<file path="src/logic/io_output_register_path_pkg.sv">
// Purpose: Shared constants for the pad cell output register path.
// Assumes: 32-bit register port, word-aligned offsets.
// Notes: Configuration bit positions and reset values live here; the assertions and testbench repeat them as literals.
package io_output_register_path_pkg;

    // ------------------------------------------------------------
    // Register port
    // ------------------------------------------------------------
    localparam int unsigned ADDR_W = 8;
    localparam int unsigned DATA_W = 32;
    localparam logic [ADDR_W-1:0] CFG_OFFSET = 8'h00;
    localparam logic [ADDR_W-1:0] STATUS_OFFSET = 8'h04;
    localparam logic [DATA_W-1:0] READ_ZERO = 32'h0000_0000;

    // ------------------------------------------------------------
    // Configuration fields
    // ------------------------------------------------------------
    localparam int unsigned CFG_W = 8;
    localparam int unsigned CFG_REGISTERED = 0;
    localparam int unsigned CFG_INVERT_DATA = 1;
    localparam int unsigned CFG_INVERT_DISABLE = 2;
    localparam int unsigned CFG_INIT_VALUE = 3;
    localparam int unsigned CFG_ENABLE_CONNECTED = 4;
    localparam int unsigned CFG_DISABLE_CONNECTED = 5;
    localparam int unsigned CFG_ENABLE_TO_OUTPUT = 6;
    localparam int unsigned CFG_ENABLE_TO_INPUT = 7;
    localparam logic [CFG_W-1:0] CFG_RESET = 8'h00;

    // ------------------------------------------------------------
    // Status fields
    // ------------------------------------------------------------
    localparam int unsigned STATUS_W = 4;
    localparam int unsigned ST_REG_VALUE = 0;
    localparam int unsigned ST_PAD_DRIVEN = 1;
    localparam int unsigned ST_PAD_OUT = 2;
    localparam int unsigned ST_PAD_IN = 3;

    // ------------------------------------------------------------
    // Defaults of unconnected controls and register reset levels
    // ------------------------------------------------------------
    localparam logic ENABLE_DEFAULT = 1'h1;
    localparam logic DISABLE_DEFAULT = 1'h0;
    localparam logic REG_CLEAR_LEVEL = 1'h0;
    localparam logic REG_SET_LEVEL = 1'h1;
    localparam logic SYNC_RESET_LEVEL = 1'h0;

endpackage

</file>
<file path="src/logic/io_output_register_path.sv">
// Purpose: Output path of one pad cell: polarity select, optional output
//          register with load enable and initial value, and drive disable.
// Assumes: Fabric controls come from logic on core_clk; the pad input is
//          asynchronous and is only observed through status.
// Notes: The pad output and enable follow the configuration combinationally
//        in direct mode, as the cell must offer an unregistered path.
//
// Functional notes
// [RQ1] Data optionally inverted, then sent direct or through an edge register.
// [RQ2] Drive disable high puts pad in high impedance regardless of other inputs.
// [RQ3] Data and drive disable polarity each selected independently per cell.
// [RQ4] Power-up or global init forces the register to its configured value.
// [RQ5] Register loads on rising edge while enabled, otherwise holds.
// [RQ6] Unconnected load enable reads as high, loading every edge.
// [RQ7] Unconnected drive disable reads as low, pad stays driven; with CFG_INVERT_DISABLE set the code leaves the pad undriven.
// [RQ8] Load enable shared by input and output registers, selectable, not invertible.
// [RQ9] Polarity selection is applied ahead of the output register.
//
// The strobed register port and the register addresses were left to the implementer.
module io_output_register_path
(
    // Clock and reset
    input wire logic core_clk,
    input wire logic resetn,
    input wire logic global_init_pulse,

    // Register port
    input wire logic [io_output_register_path_pkg::ADDR_W-1:0] reg_addr,
    input wire logic [io_output_register_path_pkg::DATA_W-1:0] reg_wdata,
    input wire logic reg_write,
    input wire logic reg_read,
    output logic [io_output_register_path_pkg::DATA_W-1:0] reg_rdata,

    // Fabric side
    input wire logic out_data,
    input wire logic drive_disable,
    input wire logic load_enable,
    output logic in_load_enable,

    // Pad side
    input wire logic pad_in,
    output logic pad_out,
    output logic pad_oe
);

    // ------------------------------------------------------------
    // Declarations
    // ------------------------------------------------------------
    logic [io_output_register_path_pkg::CFG_W-1:0] cfg_q;
    logic [io_output_register_path_pkg::CFG_W-1:0] cfg_d;
    logic [io_output_register_path_pkg::DATA_W-1:0] rdata_q;
    logic [io_output_register_path_pkg::DATA_W-1:0] rdata_d;
    logic [io_output_register_path_pkg::STATUS_W-1:0] status;
    logic pad_meta_q;
    logic pad_sync_q;
    logic init_resetn;
    logic reg_clr_q;
    logic reg_clr_d;
    logic reg_set_q;
    logic reg_set_d;
    logic reg_value;
    logic data_pol;
    logic disable_eff;
    logic enable_eff;
    logic out_load;
    logic pad_value;

    // ------------------------------------------------------------
    // Configuration register
    // ------------------------------------------------------------
    always_comb
    begin
        cfg_d = cfg_q;
        if (reg_write && reg_addr == io_output_register_path_pkg::CFG_OFFSET)
        begin
            cfg_d = reg_wdata[io_output_register_path_pkg::CFG_W-1:0];
        end
    end

    always_ff @(posedge core_clk or negedge resetn)
    begin
        if (!resetn)
        begin
            cfg_q <= io_output_register_path_pkg::CFG_RESET;
        end
        else
        begin
            cfg_q <= cfg_d;
        end
    end

    // ------------------------------------------------------------
    // Control defaults, polarity and load enable routing
    // ------------------------------------------------------------
    always_comb
    begin
        enable_eff = io_output_register_path_pkg::ENABLE_DEFAULT; // RQ6
        if (cfg_q[io_output_register_path_pkg::CFG_ENABLE_CONNECTED])
        begin
            enable_eff = load_enable;
        end
        disable_eff = io_output_register_path_pkg::DISABLE_DEFAULT; // RQ7
        if (cfg_q[io_output_register_path_pkg::CFG_DISABLE_CONNECTED])
        begin
            disable_eff = drive_disable;
        end
        // Polarity choices are independent bits of the cell configuration
        disable_eff = disable_eff ^ cfg_q[io_output_register_path_pkg::CFG_INVERT_DISABLE]; // RQ3
        data_pol = out_data ^ cfg_q[io_output_register_path_pkg::CFG_INVERT_DATA]; // RQ3
        // Enable reaches each register only when activated for it, never inverted
        out_load = io_output_register_path_pkg::ENABLE_DEFAULT; // RQ8
        if (cfg_q[io_output_register_path_pkg::CFG_ENABLE_TO_OUTPUT])
        begin
            out_load = enable_eff; // RQ8
        end
        in_load_enable = io_output_register_path_pkg::ENABLE_DEFAULT; // RQ8
        if (cfg_q[io_output_register_path_pkg::CFG_ENABLE_TO_INPUT])
        begin
            in_load_enable = enable_eff; // RQ8
        end
    end

    // ------------------------------------------------------------
    // Output register
    // ------------------------------------------------------------
    // Two copies with constant reset levels load the same data, so the
    // configured initial value only selects which copy is seen.
    assign init_resetn = resetn & ~global_init_pulse; // RQ4

    always_comb
    begin
        reg_clr_d = reg_clr_q; // RQ5
        reg_set_d = reg_set_q; // RQ5
        if (out_load)
        begin
            reg_clr_d = data_pol; // RQ9
            reg_set_d = data_pol; // RQ9
        end
    end

    always_ff @(posedge core_clk or negedge init_resetn)
    begin
        if (!init_resetn)
        begin
            reg_clr_q <= io_output_register_path_pkg::REG_CLEAR_LEVEL; // RQ4
        end
        else
        begin
            reg_clr_q <= reg_clr_d; // RQ5
        end
    end

    always_ff @(posedge core_clk or negedge init_resetn)
    begin
        if (!init_resetn)
        begin
            reg_set_q <= io_output_register_path_pkg::REG_SET_LEVEL; // RQ4
        end
        else
        begin
            reg_set_q <= reg_set_d; // RQ5
        end
    end

    assign reg_value = cfg_q[io_output_register_path_pkg::CFG_INIT_VALUE] ?
                       reg_set_q : reg_clr_q; // RQ4

    // ------------------------------------------------------------
    // Pad driver
    // ------------------------------------------------------------
    always_comb
    begin
        pad_value = data_pol; // RQ1
        if (cfg_q[io_output_register_path_pkg::CFG_REGISTERED])
        begin
            pad_value = reg_value; // RQ1
        end
        pad_out = pad_value;
        // Disable overrides clock, enable and data
        pad_oe = ~disable_eff; // RQ2
    end

    // ------------------------------------------------------------
    // Pad input synchroniser for status
    // ------------------------------------------------------------
    always_ff @(posedge core_clk or negedge resetn)
    begin
        if (!resetn)
        begin
            pad_meta_q <= io_output_register_path_pkg::SYNC_RESET_LEVEL;
            pad_sync_q <= io_output_register_path_pkg::SYNC_RESET_LEVEL;
        end
        else
        begin
            pad_meta_q <= pad_in;
            pad_sync_q <= pad_meta_q;
        end
    end

    // ------------------------------------------------------------
    // Read data
    // ------------------------------------------------------------
    always_comb
    begin
        status = '0;
        status[io_output_register_path_pkg::ST_REG_VALUE] = reg_value;
        status[io_output_register_path_pkg::ST_PAD_DRIVEN] = ~disable_eff;
        status[io_output_register_path_pkg::ST_PAD_OUT] = pad_value;
        status[io_output_register_path_pkg::ST_PAD_IN] = pad_sync_q;
        rdata_d = io_output_register_path_pkg::READ_ZERO;
        if (reg_read)
        begin
            case (reg_addr)
                io_output_register_path_pkg::CFG_OFFSET:
                begin
                    rdata_d[io_output_register_path_pkg::CFG_W-1:0] = cfg_q;
                end
                io_output_register_path_pkg::STATUS_OFFSET:
                begin
                    rdata_d[io_output_register_path_pkg::STATUS_W-1:0] = status;
                end
                default:
                begin
                    rdata_d = io_output_register_path_pkg::READ_ZERO;
                end
            endcase
        end
    end

    always_ff @(posedge core_clk or negedge resetn)
    begin
        if (!resetn)
        begin
            rdata_q <= io_output_register_path_pkg::READ_ZERO;
        end
        else
        begin
            rdata_q <= rdata_d;
        end
    end

    assign reg_rdata = rdata_q;

endmodule

</file>
<file path="config.mk">
export PLATFORM = sky130hd
export DESIGN_NAME = io_output_register_path
export DESIGN_NICKNAME = d
export VERILOG_FILES = /design/src/logic/io_output_register_path_pkg.sv /design/src/logic/io_output_register_path.sv
export SDC_FILE = /design/constraint.sdc
export NUM_CORES = 1
export LEC_CHECK = 0
export BUFFER_PORTS_ARGS = -buffer_cell sky130_fd_sc_hd__buf_2
export CAP_MARGIN = 10
export CORE_ASPECT_RATIO = 2
export CORE_UTILIZATION = 38
export DETAILED_ROUTE_END_ITERATION = 7
export HOLD_SLACK_MARGIN = 0.1
export PLACE_DENSITY = 0.81
export SLEW_MARGIN = 15
export SYNTH_ARGS = -nofsm -noshare
export SYNTH_HDL_FRONTEND = slang
export SYNTH_SLANG_ARGS = --single-unit
</file>
<file path="constraint.sdc">
create_clock -name core_clk -period 1.1 [get_ports core_clk]
set_input_delay 0 -clock core_clk [delete_from_list [all_inputs] [get_ports core_clk]]
set_output_delay 0 -clock core_clk [all_outputs]
set_load 0.03 [all_outputs]
</file>
==> results of run 1 <==
[report_power, final]
part	switching, uW	total (uW)	internal [uW]
sequential	21.3	784	762
combinational	213	359	146
clock	252	739	486
[worst reg2reg max path, cell delays in order (launching register included)]
cell and delay, ps:
sky130_fd_sc_hd__dfstp_2 550, sky130_fd_sc_hd__mux2i_2 90, sky130_fd_sc_hd__buf_4 150, sky130_fd_sc_hd__nand3b_1 140, sky130_fd_sc_hd__a31oi_1 130
[path summary, 6_finish.rpt]
path | endpoint | slack, ps
worst max-delay path | pad_out | -90
worst min-delay path | reg_set_q | 90
worst max register to register | reg_rdata[2] | -40
worst min register to register | pad_sync_q | 360
max in group asynchronous | reg_set_q | 160
min in group asynchronous | reg_rdata[6] | 240
[logic make-up (layout without fill, tap and decap cells)]
| kind of cell | Yosys count | after routing | synth area share, % |
|---|---|---|---|
| AO/OA/AOI/OAI | 8 | 8 | 4.95 |
| flip-flops | 20 | 20 | 48.4 |
| XOR/XNOR | 1 | 1 | 0.846 |
| buffers and inverters | 27 | 64 | 18.5 |
| multiplexers | 10 | 10 | 10.6 |
| AND/OR/NAND/NOR | 21 | 21 | 16.3 |
| other | 1 | 24 | 0.362 |
[through the flow]
step	setup TNS [ps]	power [uW]	util (%)	instance area, um2	instances
3_5_place_dp	-532	1070	45.7	1170	152
3_3_place_gp	-248	1060	45.7	1170	152
5_1_grt	-245	1950	57.6	1480	176
2_1_floorplan	0	1050	-	1130	111
6_report	-157	1880	57.6	1480	176
4_1_cts	-150	1880	57.0	1460	175
[what timing repair did]
item | in CTS | in global routing
setup endpoints to repair | 3 | 5
resized for setup | 12 | 2
buffers inserted | 7 | 1
cloned | 0 | 0
endpoints found under the hold margin | 37 | 0
pin swaps | 3 | 1
hold buffers | 13 | 0
[cell usage in the layout (no fill, tap or decap)]
cell type	synthesis	final
sky130_fd_sc_hd__buf_2	0	32
sky130_fd_sc_hd__conb_1	1	24
sky130_fd_sc_hd__dfrtp_1	19	19
sky130_fd_sc_hd__dlygate4sd3_1	0	13
sky130_fd_sc_hd__buf_4	24	10
sky130_fd_sc_hd__mux2_2	8	8
sky130_fd_sc_hd__nor3b_1	4	4
sky130_fd_sc_hd__nor2_1	3	3
sky130_fd_sc_hd__nand3b_1	3	3
sky130_fd_sc_hd__a31oi_1	3	3
sky130_fd_sc_hd__clkbuf_8	0	3
sky130_fd_sc_hd__buf_6	0	3
sky130_fd_sc_hd__a21oi_2	0	2
sky130_fd_sc_hd__nand2b_1	2	2
sky130_fd_sc_hd__inv_1	2	2
sky130_fd_sc_hd__mux2i_2	0	1
sky130_fd_sc_hd__xor2_2	0	1
sky130_fd_sc_hd__a21bo_2	1	1
sky130_fd_sc_hd__and2_4	0	1
sky130_fd_sc_hd__nor4_4	1	1
sky130_fd_sc_hd__nor3_2	1	1
sky130_fd_sc_hd__nand3_2	1	1
sky130_fd_sc_hd__mux2i_1	2	1
sky130_fd_sc_hd__nand3_1	1	1
sky130_fd_sc_hd__a21oi_1	3	1
sky130_fd_sc_hd__a211oi_2	0	1
sky130_fd_sc_hd__nor2b_1	2	1
sky130_fd_sc_hd__nor2b_4	0	1
sky130_fd_sc_hd__nand2_2	0	1
sky130_fd_sc_hd__nand4b_4	1	1
sky130_fd_sc_hd__bufinv_16	0	1
sky130_fd_sc_hd__dfstp_2	1	1
[layout make-up]
class	instances	area, um2
multi-input combinational	64	465
fill	230	1090
inverter	2	7.51
timing repair buffer	58	399
clock inverter	1	30.0
tap	28	35.0
clock buffer	3	41.3
sequential	20	502
[routing by layer]
layer	GRT usage, %	vias to the layer above
li1	-	369
met1	15.0	372
met2	23.5	45
met3	2.04	4
met4	10.3	0
met5	0	-
[flip-flops by register name, indices dropped and copies added (netlist names)]
signal / count
reg_set_q: 1
reg_clr_q: 1
cfg_q: 8
pad_meta_q: 1
reg_rdata: 8
pad_sync_q: 1
==> out/qor.tcl, run 1 <==
set qor(routed_wirelength_mm) 1.98
set qor(synth.largest_area_cell) {sky130_fd_sc_hd__dfrtp_1}
set qor(total_leakage_power_uw) 0.000798
set qor(timing.critical_path.slowest_stage_cell) {sky130_fd_sc_hd__dfstp_2}
set qor(timing.setup.critical_path_class) {flop to output port}
set qor(pin_count_of_the_biggest_net_entering_global_routing) 19
set qor(critPathLaunchType) {flop}
set qor(peakVddDrop_mv) 1.00
set qor(critical_path_peak_fanout) 2
set qor(floorplan.initialDensity_pct) 40.3
set qor(synthTopCellsByArea) {sky130_fd_sc_hd__dfrtp_1 (46%), sky130_fd_sc_hd__buf_4 (17%), sky130_fd_sc_hd__mux2_2 (8.7%), sky130_fd_sc_hd__nor3b_1 (2.9%), sky130_fd_sc_hd__dfstp_2 (2.5%)}
set qor(routedWlPerCell_um) 11.2
set qor(num_io_pins) 84
set qor(wl_met3_um) 139
set qor(grt_antenna_before_repair) 0
set qor(sequential_element_share_of_the_synthesized_area_pct) 48.4
set qor(worst_ep_arrival_time_ps) 1190
set qor(highest_layer) {met4}
set qor(status) {finished with violations}
set qor(drt_first_iter_violations) 15
set qor(cts_root_buf) {sky130_fd_sc_hd__clkbuf_8}
set qor(powerDensity_nw_per_um2) 1270
set qor(buffer_ports.inserted) 35
set qor(vias_per_cell) 4.49
set qor(synthesis.yosys.warnings) 0
set qor(drc) 0
set qor(finalHoldWorstSlack_ps) 93.8
set qor(critical_path.startpoint) {reg_set_q}
set qor(worstSkewPairLatency_ps) 270
set qor(fmax_mhz) 838
set qor(timing_max_transition_violations_final) 0
set qor(num_rows) 26
set qor(failed_checks) {setup timing}
set qor(setup_viol_count_final) 3
set qor(max-cap-violations) 0
set qor(max_stage_delay_ps) 550
set qor(syn-instance-count) 88
set qor(floorplan.die_area_um2) 2950
set qor(design.final.nets) 198
set qor(grt.total_usage_pct) 14.0
set qor(synth_top_cell_area_share_pct) 45.9
set qor(syn_area_um2) 1040
set qor(finalCritPeriodShare_pct) 109
set qor(die_width_um) 38.9
set qor(worst_setup_path_end_kind) {output port}
set qor(min_path_cells) 4
set qor(cts_htree_levels) 1
set qor(gp_congestion) 0.749
set qor(cp.depth) 3
set qor(postSynthRegisterBits) 20
set qor(dpl_worst_slack_ps) -70.1
set qor(cts_made_buffers) 3
set qor(cp_num_buf_inv) 1
set qor(ys.flop_type) {sky130_fd_sc_hd__dfrtp_1}
set qor(tritoncts_num_sinks) 20
set qor(async_flop_share_pct) 100
set qor(detailroute.via_count) 790
set qor(worst_slack_ps) -93.8
set qor(ctsLongestPathBuffers) 2
set qor(synth_most_common_cell) {sky130_fd_sc_hd__buf_4}
set qor(global_route.overflow_total) 0
set qor(detail_route.wirelength.met1_um) 735
set qor(final.setup_skew_ps) 8.67
set qor(worst_r2r_startpoint) {reg_set_q}
set qor(worstRegToRegCells) 4
set qor(die-height_um) 75.8
set qor(critical_path.top_delay_family) {flip-flops}
set qor(clkTransAtPathRegs_ps) 80
set qor(period_needed_ps) 1190
set qor(final_layout_size_suffix_gt1_share_pct) 48.0
set qor(drt-pass1-iter-count) 4
set qor(core_area_um2) 2570
set qor(hold_path.startpoint) {load_enable}
set qor(antenna_violating_nets_post_route) 0
set qor(final-hold-violation-count) 0
set qor(first_global_vias) 692
set qor(diodes) 0
set qor(required_ps) 1100
set qor(wl_met2_mm) 1.05
set qor(global_route_wire_length_before_repair_mm) 2.84
set qor(hp-class) {input pin to flop}
set qor(detailedPlacementHpwl_mm) 1.44
set qor(post_synth.cell_area_avg_um2) 11.8
set qor(clock_tree_from_tritoncts) {yes}
set qor(post_synth_edffs) 0
set qor(ys_types) 25
set qor(post_synth_most_frequent_cells) {sky130_fd_sc_hd__buf_4 (24), sky130_fd_sc_hd__dfrtp_1 (19), sky130_fd_sc_hd__mux2_2 (8)}
set qor(rsz_0062_raised_after_global_routing) {yes}
set qor(crit_path_cell_trace) {mux2i_2 > a21oi_2 > buf_6}
set qor(flow.area_growth_from_synthesis_pct) 42.9
Power figures use the tool's default switching activity.
==> run 2, diff against run 1 <==
--- a/config.mk
+++ b/config.mk
@@ -11,7 +11,7 @@
 export CORE_UTILIZATION = 38
 export DETAILED_ROUTE_END_ITERATION = 7
 export HOLD_SLACK_MARGIN = 0.1
-export PLACE_DENSITY = 0.81
+export PLACE_DENSITY = 0.84
 export SLEW_MARGIN = 15
 export SYNTH_ARGS = -nofsm -noshare
 export SYNTH_HDL_FRONTEND = slang
==> out/qor.tcl, run 2 (synthesis gave the netlist of run 1 again) <==
set qor(finalHoldWorstSlack_ps) 126
set qor(detailedPlacementHpwl_mm) 1.43
set qor(logic_pwr_share_pct) 19.0
set qor(timing.setup.critical_path_class) {flop to output port}
set qor(finalCritPeriodShare_pct) 105
set qor(detailroute.via_count) 796
set qor(worstSkewPairLatency_ps) 250
set qor(critPathLaunchType) {flop}
set qor(setup_viol_count_final) 3
set qor(first_global_vias) 714
set qor(failed_checks) {setup timing}
set qor(net-switching-power_uw) 469
set qor(layout.cells.most_common) {sky130_fd_sc_hd__buf_2}
set qor(flow.area_growth_from_synthesis_pct) 41.2
set qor(worst_ep_arrival_time_ps) 1160
set qor(grt_antenna_before_repair) 0
set qor(period_needed_ps) 1160
set qor(tritoncts_num_sinks) 20
set qor(hp-class) {input pin to flop}
set qor(crit_path_cell_trace) {xor2_2 > nor2_1 > a21oi_2 > buf_6}
set qor(clkTransAtPathRegs_ps) 70
set qor(fmax_mhz) 865
set qor(cts_htree_levels) 1
set qor(cts_made_buffers) 3
set qor(power.internal_uw) 1390
set qor(clockPowerShare_pct) 38.9
set qor(grt.total_usage_pct) 13.9
set qor(timing.critical_path.slowest_stage_cell) {sky130_fd_sc_hd__dfrtp_1}
set qor(finalPower_uw) 1860
set qor(fin_area_um2) 1460
set qor(timing.setup.tns_ps) -109
set qor(final_layout_size_suffix_gt1_share_pct) 45.9
set qor(drt_first_iter_violations) 18
set qor(num_rows) 26
set qor(total_leakage_power_uw) 0.000787
set qor(seq_power_share_pct) 42.1
set qor(max_stage_delay_ps) 420
set qor(powerDensity_nw_per_um2) 1270
set qor(rsz_0062_raised_after_global_routing) {yes}
set qor(vias_per_cell) 4.57
set qor(floorplan.initialDensity_pct) 40.3
set qor(pin_count_of_the_biggest_net_entering_global_routing) 19
set qor(utilization_pct) 56.9
set qor(critical_path_peak_fanout) 2
set qor(global_route.overflow_total) 0
set qor(routed_wirelength_mm) 1.92
set qor(final.setup_skew_ps) 3.38
set qor(design.final.nets) 196
set qor(final-hold-violation-count) 0
set qor(peakVddDrop_mv) 0.803
set qor(clock_tree_from_tritoncts) {yes}
set qor(mostFrequentLayoutCells) {sky130_fd_sc_hd__buf_2 (32), sky130_fd_sc_hd__conb_1 (24), sky130_fd_sc_hd__dfrtp_1 (19)}
set qor(die_width_um) 38.9
set qor(diodes) 0
set qor(cts_root_buf) {sky130_fd_sc_hd__clkbuf_8}
set qor(drc) 0
set qor(max-cap-violations) 0
set qor(worst_setup_path_end_kind) {output port}
set qor(swShare_pct) 25.2
set qor(reg_to_reg_setup_timing_slack_ps) -20
set qor(die-height_um) 75.8
set qor(drt-pass1-iter-count) 4
set qor(required_ps) 1100
set qor(routedWlPerCell_um) 11.0
set qor(worst_slack_ps) -56.3
set qor(num_io_pins) 84
set qor(gp_congestion) 0.738
set qor(buffer_ports.inserted) 35
set qor(antenna_violating_nets_post_route) 0
set qor(status) {finished with violations}
set qor(timing_max_transition_violations_final) 0
set qor(ctsLongestPathBuffers) 2
set qor(global_route_wire_length_before_repair_mm) 2.90
set qor(core_area_um2) 2570
set qor(placedInstanceArea_um2) 1170
set qor(floorplan.die_area_um2) 2950
-- run 2: cell types whose count changed in the layout (fill, tap and decap cells not counted) --
cell,delta
sky130_fd_sc_hd__a211oi_1,+1
sky130_fd_sc_hd__buf_4,-3
sky130_fd_sc_hd__a211oi_2,-1
sky130_fd_sc_hd__dlygate4sd3_1,+1
-- run 2: path summary, 6_finish.rpt --
check | start | cells after the start | end
min in group asynchronous | resetn | 3 | cfg_q[6]
hold / removal | drive_disable | 4 | reg_rdata[1]
setup / recovery | cfg_q[1] | 4 | pad_out
hold reg to reg | pad_meta_q | 0 | pad_sync_q
setup reg to reg | reg_set_q | 4 | reg_rdata[2]
max in group asynchronous | resetn | 4 | reg_set_q
-- run 2: area by class of cell --
| type | count | area, um2 |
|---|---|---|
| sequential | 20 | 502 |
| clock buffer | 3 | 41.3 |
| clock inverter | 1 | 30.0 |
| fill | 224 | 1110 |
| tap | 28 | 35.0 |
| multi-input combinational | 64 | 460 |
| timing repair buffer | 56 | 387 |
| inverter | 2 | 7.51 |
-- run 2: power groups by stage --
stage / clock network (uW) / logic [uW] / registers (uW)
CTS: 732 / 342 / 783
global route: 771 / 382 / 785
floorplan: 0 / 255 / 790
global placement: 0 / 268 / 792
detailed placement: 0 / 274 / 794
finish: 723 / 354 / 783
-- run 2: per-layer routing --
layer	part of all wire [%]	vias up	track usage [%]
met3	5.8	2	1.75
met1	36	388	14.5
met2	57	40	25.2
li1	-	366	-
met5	0	-	0
met4	0.99	0	7.66
-- run 2: what timing repair did --
item | CTS | global route
endpoints found under the setup margin | 3 | 6
pin swaps | 3 | 0
setup buffers | 2 | 3
resized for setup | 8 | 6
hold buffers | 14 | 0
hold endpoints to repair | 37 | 0
-- run 2: through the flow --
stage | setup WS (ps) | std cells
5_1_grt | -101 | 174
4_1_cts | -74.4 | 171
6_report | -56.3 | 174
3_5_place_dp | -57.9 | 151
2_1_floorplan | 135 | 111
3_3_place_gp | -29.2 | 151
-- run 2: critical path, delay by kind of cell (launching register included) --
| family | cells | cell delay [ps] |
|---|---|---|
| xor+xnor | 1 | 160 |
| buf+inv | 1 | 140 |
| flops | 1 | 420 |
| simple gates | 1 | 70 |
| compound gates | 1 | 120 |
